[src/drtc_pkg.sv]
// Package: constants, carriers and helpers for the dual reload timer
package drtc_pkg;

  // Counter width and values after reset
  localparam int unsigned DRTC_CNT_W = 8;
  localparam logic [7:0] DRTC_CNT_RST = 8'h00;
  localparam logic [7:0] DRTC_PRE_RST = 8'h00;
  localparam logic [7:0] DRTC_CNT_MAX = 8'hff;
  localparam logic [7:0] DRTC_CLR_VAL = 8'h00;

  // Prescaler width and divide masks (divide by 8, 64, 65536)
  localparam int unsigned DRTC_DIV_W = 16;
  localparam logic [15:0] DRTC_DIV_RST = 16'h0000;
  localparam logic [15:0] DRTC_DIV_ONE = 16'h0001;
  localparam logic [15:0] DRTC_DIV8_MASK = 16'h0007;
  localparam logic [15:0] DRTC_DIV64_MASK = 16'h003f;
  localparam logic [15:0] DRTC_DIV65536_MASK = 16'hffff;

  // Clock source of the first reload timer
  typedef enum logic [1:0] {
    DRTC_A_CPU,
    DRTC_A_DIV8,
    DRTC_A_DIV64,
    DRTC_A_BOVF
  } drtc_a_src_t;

  // Clock source of the second timer or counter
  typedef enum logic [2:0] {
    DRTC_B_CPU,
    DRTC_B_DIV65536,
    DRTC_B_EXT,
    DRTC_B_LOW,
    DRTC_B_HIGH
  } drtc_b_src_t;

  // Static configuration bits
  typedef struct packed {
    drtc_a_src_t a_src;
    drtc_b_src_t b_src;
    logic b_cnt_mode;
    logic cascade;
    logic a_int_en;
    logic b_int_en;
  } drtc_cfg_t;

  // One write strobe with its data byte
  typedef struct packed {
    logic we;
    logic [7:0] data;
  } drtc_wr_t;

  // Whole state of the block
  typedef struct packed {
    logic [7:0] a_cnt;
    logic [7:0] b_cnt;
    logic [7:0] a_pre;
    logic [7:0] b_pre;
    logic [15:0] div;
    logic ext_s1;
    logic ext_s2;
    logic ext_s3;
    logic ext_lvl;
    logic a_irq;
    logic b_irq;
  } drtc_state_t;

  // Count up by one on tick; reload preset on wrap, carry in bit 8
  function automatic logic [8:0] drtc_step(input logic [7:0] cnt,
                                           input logic [7:0] pre,
                                           input logic tick);
    logic [8:0] res;
    res = {1'h0, cnt};
    if (tick) begin
      if (cnt == DRTC_CNT_MAX) begin
        res = {1'h1, pre};
      end else begin
        res = {1'h0, cnt + 8'h01};
      end
    end
    return res;
  endfunction

endpackage

[src/drtc_top.sv]
// Dual 8-bit reload timer/counter with cascade and prescaler
// Operation
// - Two 8-bit units; second may count events
// - Units cascade into one 16-bit counter
// - Count up; on wrap reload preset
// - Overflow raises enabled interrupt with reload
// - Writing zero clears second in counter mode
// - Count readable any time, read is harmless
// - First clock: CPU, /8, /64, second overflow
// - Second clock: CPU, /65536, external, low, high
module drtc_top
  import drtc_pkg::*;
(
  input wire logic sys_clk,
  input wire logic rst,
  input wire drtc_cfg_t cfg,
  input wire drtc_wr_t a_wr,
  input wire drtc_wr_t b_wr,
  input wire logic external_count_input,
  output logic [7:0] first_reload_timer,
  output logic [7:0] second_timer_or_counter,
  output logic a_irq,
  output logic b_irq
);

  drtc_state_t st_ff; // Registered state
  drtc_state_t nxt_st; // Next state
  logic tick_a; // First unit count enable
  logic tick_b; // Second unit count enable
  logic ext_rise; // Filtered rising edge of external input
  logic a_ovf; // First unit wrap
  logic b_ovf; // Second unit wrap
  logic b_clear; // Zero write in counter mode
  logic [8:0] a_res; // Step result, first unit
  logic [8:0] b_res; // Step result, second unit

  // Divided source strobe: every masked prescaler bit is set
  function automatic logic drtc_div_hit(input logic [15:0] div,
                                        input logic [15:0] mask);
    return (div & mask) == mask;
  endfunction

  // Next-state logic for prescaler, sync, both units and interrupts
  always_comb begin
    nxt_st = st_ff;
    // Free-running prescaler shared by all divided sources
    nxt_st.div = st_ff.div + DRTC_DIV_ONE;
    // Three-stage sync; only stages two and three are compared
    nxt_st.ext_s1 = external_count_input;
    nxt_st.ext_s2 = st_ff.ext_s1;
    nxt_st.ext_s3 = st_ff.ext_s2;
    ext_rise = 1'h0;
    // A one-sample glitch never makes stages two and three agree,
    // so it is dropped rather than counted
    if (st_ff.ext_s2 == st_ff.ext_s3) begin
      nxt_st.ext_lvl = st_ff.ext_s2;
      ext_rise = st_ff.ext_s2 & ~st_ff.ext_lvl;
    end
    // Second unit source select
    case (cfg.b_src)
      // Every cycle
      DRTC_B_CPU: tick_b = 1'h1;
      // Once per full prescaler turn
      DRTC_B_DIV65536: begin
        tick_b = drtc_div_hit(st_ff.div, DRTC_DIV65536_MASK);
      end
      // Filtered pin edge
      DRTC_B_EXT: tick_b = ext_rise;
      // Constant levels never produce an edge
      default: tick_b = 1'h0;
    endcase
    b_res = drtc_step(st_ff.b_cnt, st_ff.b_pre, tick_b);
    b_ovf = b_res[8];
    // First unit source; cascade forces the second unit's carry
    if (cfg.cascade) begin
      // High byte of the 16-bit pair
      tick_a = b_ovf;
    end else begin
      case (cfg.a_src)
        // Every cycle
        DRTC_A_CPU: tick_a = 1'h1;
        // Every eighth cycle
        DRTC_A_DIV8: begin
          tick_a = drtc_div_hit(st_ff.div, DRTC_DIV8_MASK);
        end
        // Every sixty-fourth cycle
        DRTC_A_DIV64: begin
          tick_a = drtc_div_hit(st_ff.div, DRTC_DIV64_MASK);
        end
        // Second unit overflow without the 16-bit view
        default: tick_a = b_ovf;
      endcase
    end
    a_res = drtc_step(st_ff.a_cnt, st_ff.a_pre, tick_a);
    a_ovf = a_res[8];
    nxt_st.a_cnt = a_res[7:0];
    nxt_st.b_cnt = b_res[7:0];
    // Presets only feed the reload path, never the live count
    if (a_wr.we) begin
      // Takes effect at the next wrap
      nxt_st.a_pre = a_wr.data;
    end
    // Zero clear only exists while the second unit counts events
    b_clear = b_wr.we && cfg.b_cnt_mode && (b_wr.data == DRTC_CLR_VAL);
    if (b_wr.we) begin
      // A clear also leaves zero as the reload value
      nxt_st.b_pre = b_wr.data;
    end
    // Clear beats a same-cycle count so software sees zero
    if (b_clear) begin
      nxt_st.b_cnt = DRTC_CLR_VAL;
    end
    // Interrupt pulse lands in the cycle the reload shows
    nxt_st.a_irq = a_ovf & cfg.a_int_en;
    nxt_st.b_irq = b_ovf & cfg.b_int_en;
  end

  // State register; reset loads constants only
  // Idle pin is low, so the cleared level makes no false edge
  always_ff @(posedge sys_clk or posedge rst) begin
    if (rst) begin
      st_ff <= '{a_cnt: DRTC_CNT_RST, b_cnt: DRTC_CNT_RST,
                 a_pre: DRTC_PRE_RST, b_pre: DRTC_PRE_RST,
                 div: DRTC_DIV_RST, ext_s1: 1'h0, ext_s2: 1'h0,
                 ext_s3: 1'h0, ext_lvl: 1'h0, a_irq: 1'h0,
                 b_irq: 1'h0};
    end else begin
      st_ff <= nxt_st;
    end
  end

  // Counts are plain flop outputs, so reading them has no side effect
  assign first_reload_timer = st_ff.a_cnt;
  assign second_timer_or_counter = st_ff.b_cnt;
  assign a_irq = st_ff.a_irq;
  assign b_irq = st_ff.b_irq;
endmodule

[config.mk]
export PLATFORM = sky130hd
export DESIGN_NAME = drtc_top
export DESIGN_NICKNAME = d
export VERILOG_FILES = /design/src/drtc_pkg.sv /design/src/drtc_top.sv
export SDC_FILE = /design/constraint.sdc
export NUM_CORES = 1
export LEC_CHECK = 0
export ABC_AREA = 1
export BUFFER_PORTS_ARGS = -buffer_cell sky130_fd_sc_hd__clkbuf_2
export CAP_MARGIN = 20
export CORE_UTILIZATION = 60
export DETAILED_ROUTE_END_ITERATION = 10
export PLACE_DENSITY = 0.91
export SYNTH_ARGS = -nofsm -noshare
export SYNTH_HDL_FRONTEND = slang
export SYNTH_SLANG_ARGS = --single-unit
export TNS_END_PERCENT = 1
[constraint.sdc]
create_clock -name sys_clk -period 4.6 [get_ports sys_clk]
set_clock_uncertainty 0.1 [all_clocks]
set_input_delay 0.69 -clock sys_clk [delete_from_list [all_inputs] [get_ports sys_clk]]
set_output_delay 0.69 -clock sys_clk [all_outputs]
set_load 0.03 [all_outputs]
==> metrics.txt <==
run status=finished, final reports clean; Switch Pwr=~0.42 mW; post-route cell area=3030 um2; Pint=approximately 0.76 mW; Synth top cells by count=nand2_1, dfrtp_1, inv_1; WHS=~160 ps; register area share after synthesis=49.1%; Vias/cell=between 5 and 6; CP max stage cell=dfrtp_1; Die W=around 70 um; total congestion overflow=0; max-slew violations=0; drt first pass iters=4; Die H=roughly 70 um; cts bufs inserted=5; ys async rst share=100%; IO Port Bufs=47; VDD IR max=0.000233 V; largest area contributor in the netlist=dfrtp_1; HPWL reported at the end of detailed placement=approximately 3800 um; vias=between 2k and 2.5k; share of cells above drive strength 1=between 10% and 20%; Least-Margin Pin Slew=slightly above 500 ps; setup bufs post-CTS=0; Total GRT Usage=a little under a quarter; antenna fix cells=0; mapped cell area=roughly 2800 um2; crit-path cells=ha_1 -> nand2_1 -> nor2_1 -> inv_1 -> o21ai_0 -> o21ai_0 -> nand3_2 -> nand2_4 -> nand2_1 -> nand2_1; placed cell area=between 2000 and 3000 um2; static leakage=~1.6 nW; Layout Area Growth over Synthesis=10.2%; first-pass GRT wire length=roughly 8800 um; CP Data Arrival Time=slightly below 2000 ps; fin nets=roughly 400; pin count of the biggest net entering global routing=55; clock transition at the registers of the reported paths=~90 ps; # setup viols final=0; wire per inst=roughly 12 um; initial antenna violation count=0; most frequent CP cell=nand2_1; WP data required=roughly 4700 ps; Starting Density=between 60 and 70%; startpoint types=flip-flop; top post-synthesis cells by area=dfrtp_1, nand2_1, o21ai_0, inv_1, buf_4; Reg power frac=between 50% and 60%; Placement Setup Slack=approximately 2500 ps; Yosys Warn Count=0; core area=4380 um2; predominant post-synthesis flop cell=dfrtp_1; Mapped Nets=360; initial DRC count=114; Highest Clock Rate=0.530 GHz; PnR worst setup slack=about 2700 ps; EDFF count, synth=0; Worst Setup End Kind=flip-flop; H-tree depth=2; Post-route DRC=0; Clk Latency, worst-skew pair=between 300 and 400 ps; CTS Root Cell=clkbuf_8; max-capacitance violation count=0; vias in the first global route=2061; top-count cell post-synth=nand2_1; Slew HR=65.3%; Power Dens Cells=~390 nW/um2; Final Cycle Share=41.1%; hold_buf cts=0; Max stage delay on crit path=380 ps; CTS tree=yes; Rows=24; crit path kind=flip-flop to flip-flop; Netlist cell types=29; Min-Delay Path Class=input pin to async pin; Yosys top cell area share=between 40 and 50%; Die Area=about 4900 um2; Mapped Cells=about 330; Hold Violations, Final=0; I/O pin count=between 40 and 50; RSZ-0062 raised after global routing=no; Bufs on Longest Clock Path=2; largest fanout on the critical path=9; combinational power share=between 20% and 30%; sw frac=between 30% and 40%; Post-CTS Resized=0; synthesized flop and latch total=54; drt total wl=slightly above 5000 um; TNS Setup=0 ps; Clock Power Share=22.9%; mean area per synthesized cell=about 8.4 um2; GPL Wtd Cong=between 0.8 and 0.9; Final Critical Period=around 1900 ps; TritonCTS Sinks=54; antenna-violating nets left=0
placed cells by master (no fill, tap or decap):
cell type,n
nand3_2,2
clkbuf_2,47
o22ai_1,1
nor2_2,1
a21oi_1,1
nand3_1,18
o21ai_0,33
nor3_2,2
clkinvlp_4,1
clkinv_2,1
nor2_4,1
or2_2,1
buf_12,1
xnor2_1,6
maj3_1,1
nor3_1,6
nand2_1,83
clkbuf_8,6
o21ai_1,1
xor2_1,13
dfrtp_1,54
inv_2,2
inv_1,41
nand2_4,2
ha_1,4
nor2_1,21
nand4_1,5
o21bai_1,1
o211ai_1,1
mux2_2,3
o31ai_2,1
nor3b_1,1
final timing paths:
path                            from                    end  slack [ps]  depth (start not counted)
setup / recovery            st_ff[6]  first_reload_timer[2]        2710                         10
hold / removal                   rst               st_ff[7]         160                          2
setup reg to reg            st_ff[6]  first_reload_timer[2]        2710                         10
hold reg to reg            nxt_st[4]              nxt_st[3]         260                          0
max in group asynchronous        rst              nxt_st[3]        3740                          3
min in group sys_clk       nxt_st[4]              nxt_st[3]         260                          0
worst max-delay path, delay by kind of cell, from the launching register on:
family / cells / cell delay (ps)
simple gates: 6 / 770
flops: 1 / 380
compound gates: 2 / 260
fa+ha+maj: 1 / 180
buf+inv: 1 / 90
routing by layer:
metal	global-route usage, %	part of all wire (%)	vias up
met1	28.4	44	1029
met3	5.23	4.5	6
met2	39.2	50	56
met4	8.44	1.5	0
met5	0	0	-
li1	-	-	1086
cell type report:
class | count | area [um2]
sequential | 54 | 1350
fill | 341 | 1350
multi-input combinational | 209 | 1100
timing repair buffer | 48 | 255
inverter | 43 | 161
clock buffer | 6 | 82.6
tap | 52 | 65.1
clock inverter | 2 | 12.5
power groups by stage:
stage	combinational [mW]	sequential, mW	clock [mW]
2_1_floorplan	0.289	0.583	0
3_3_place_gp	0.302	0.597	0
3_5_place_dp	0.314	0.599	0
4_1_cts	0.315	0.589	0.277
5_1_grt	0.352	0.599	0.295
6_report	0.315	0.591	0.269
stage by stage:
stage          total power [mW]  utilization [%]  cells
2_1_floorplan             0.872                -    326
3_3_place_gp              0.899             66.6    405
6_report                   1.18             69.2    414
3_5_place_dp              0.913             66.6    405
4_1_cts                    1.18             68.7    413
5_1_grt                    1.25             69.2    414
registers in the layout (all words and copies together), names as in the netlist:
signal and flops:
nxt_st 2, b_irq 1, second_timer_or_counter 8, a_irq 1, st_ff 34, first_reload_timer 8
cells by family (layout without fill, tap and decap cells):
logic type	count (synthesis)	in the layout	share of synthesized area (%)
and+or+nand+nor	143	143	23.1
buffers and inverters	63	99	10.8
DFF	54	54	49.1
AOI/OAI and AO/OA	39	39	7.59
xor gates and xnor gates	19	19	6.05
adders and majority gates	5	5	2.18
muxes	3	3	1.23
Note: power is estimated with default switching activity, not from simulation.
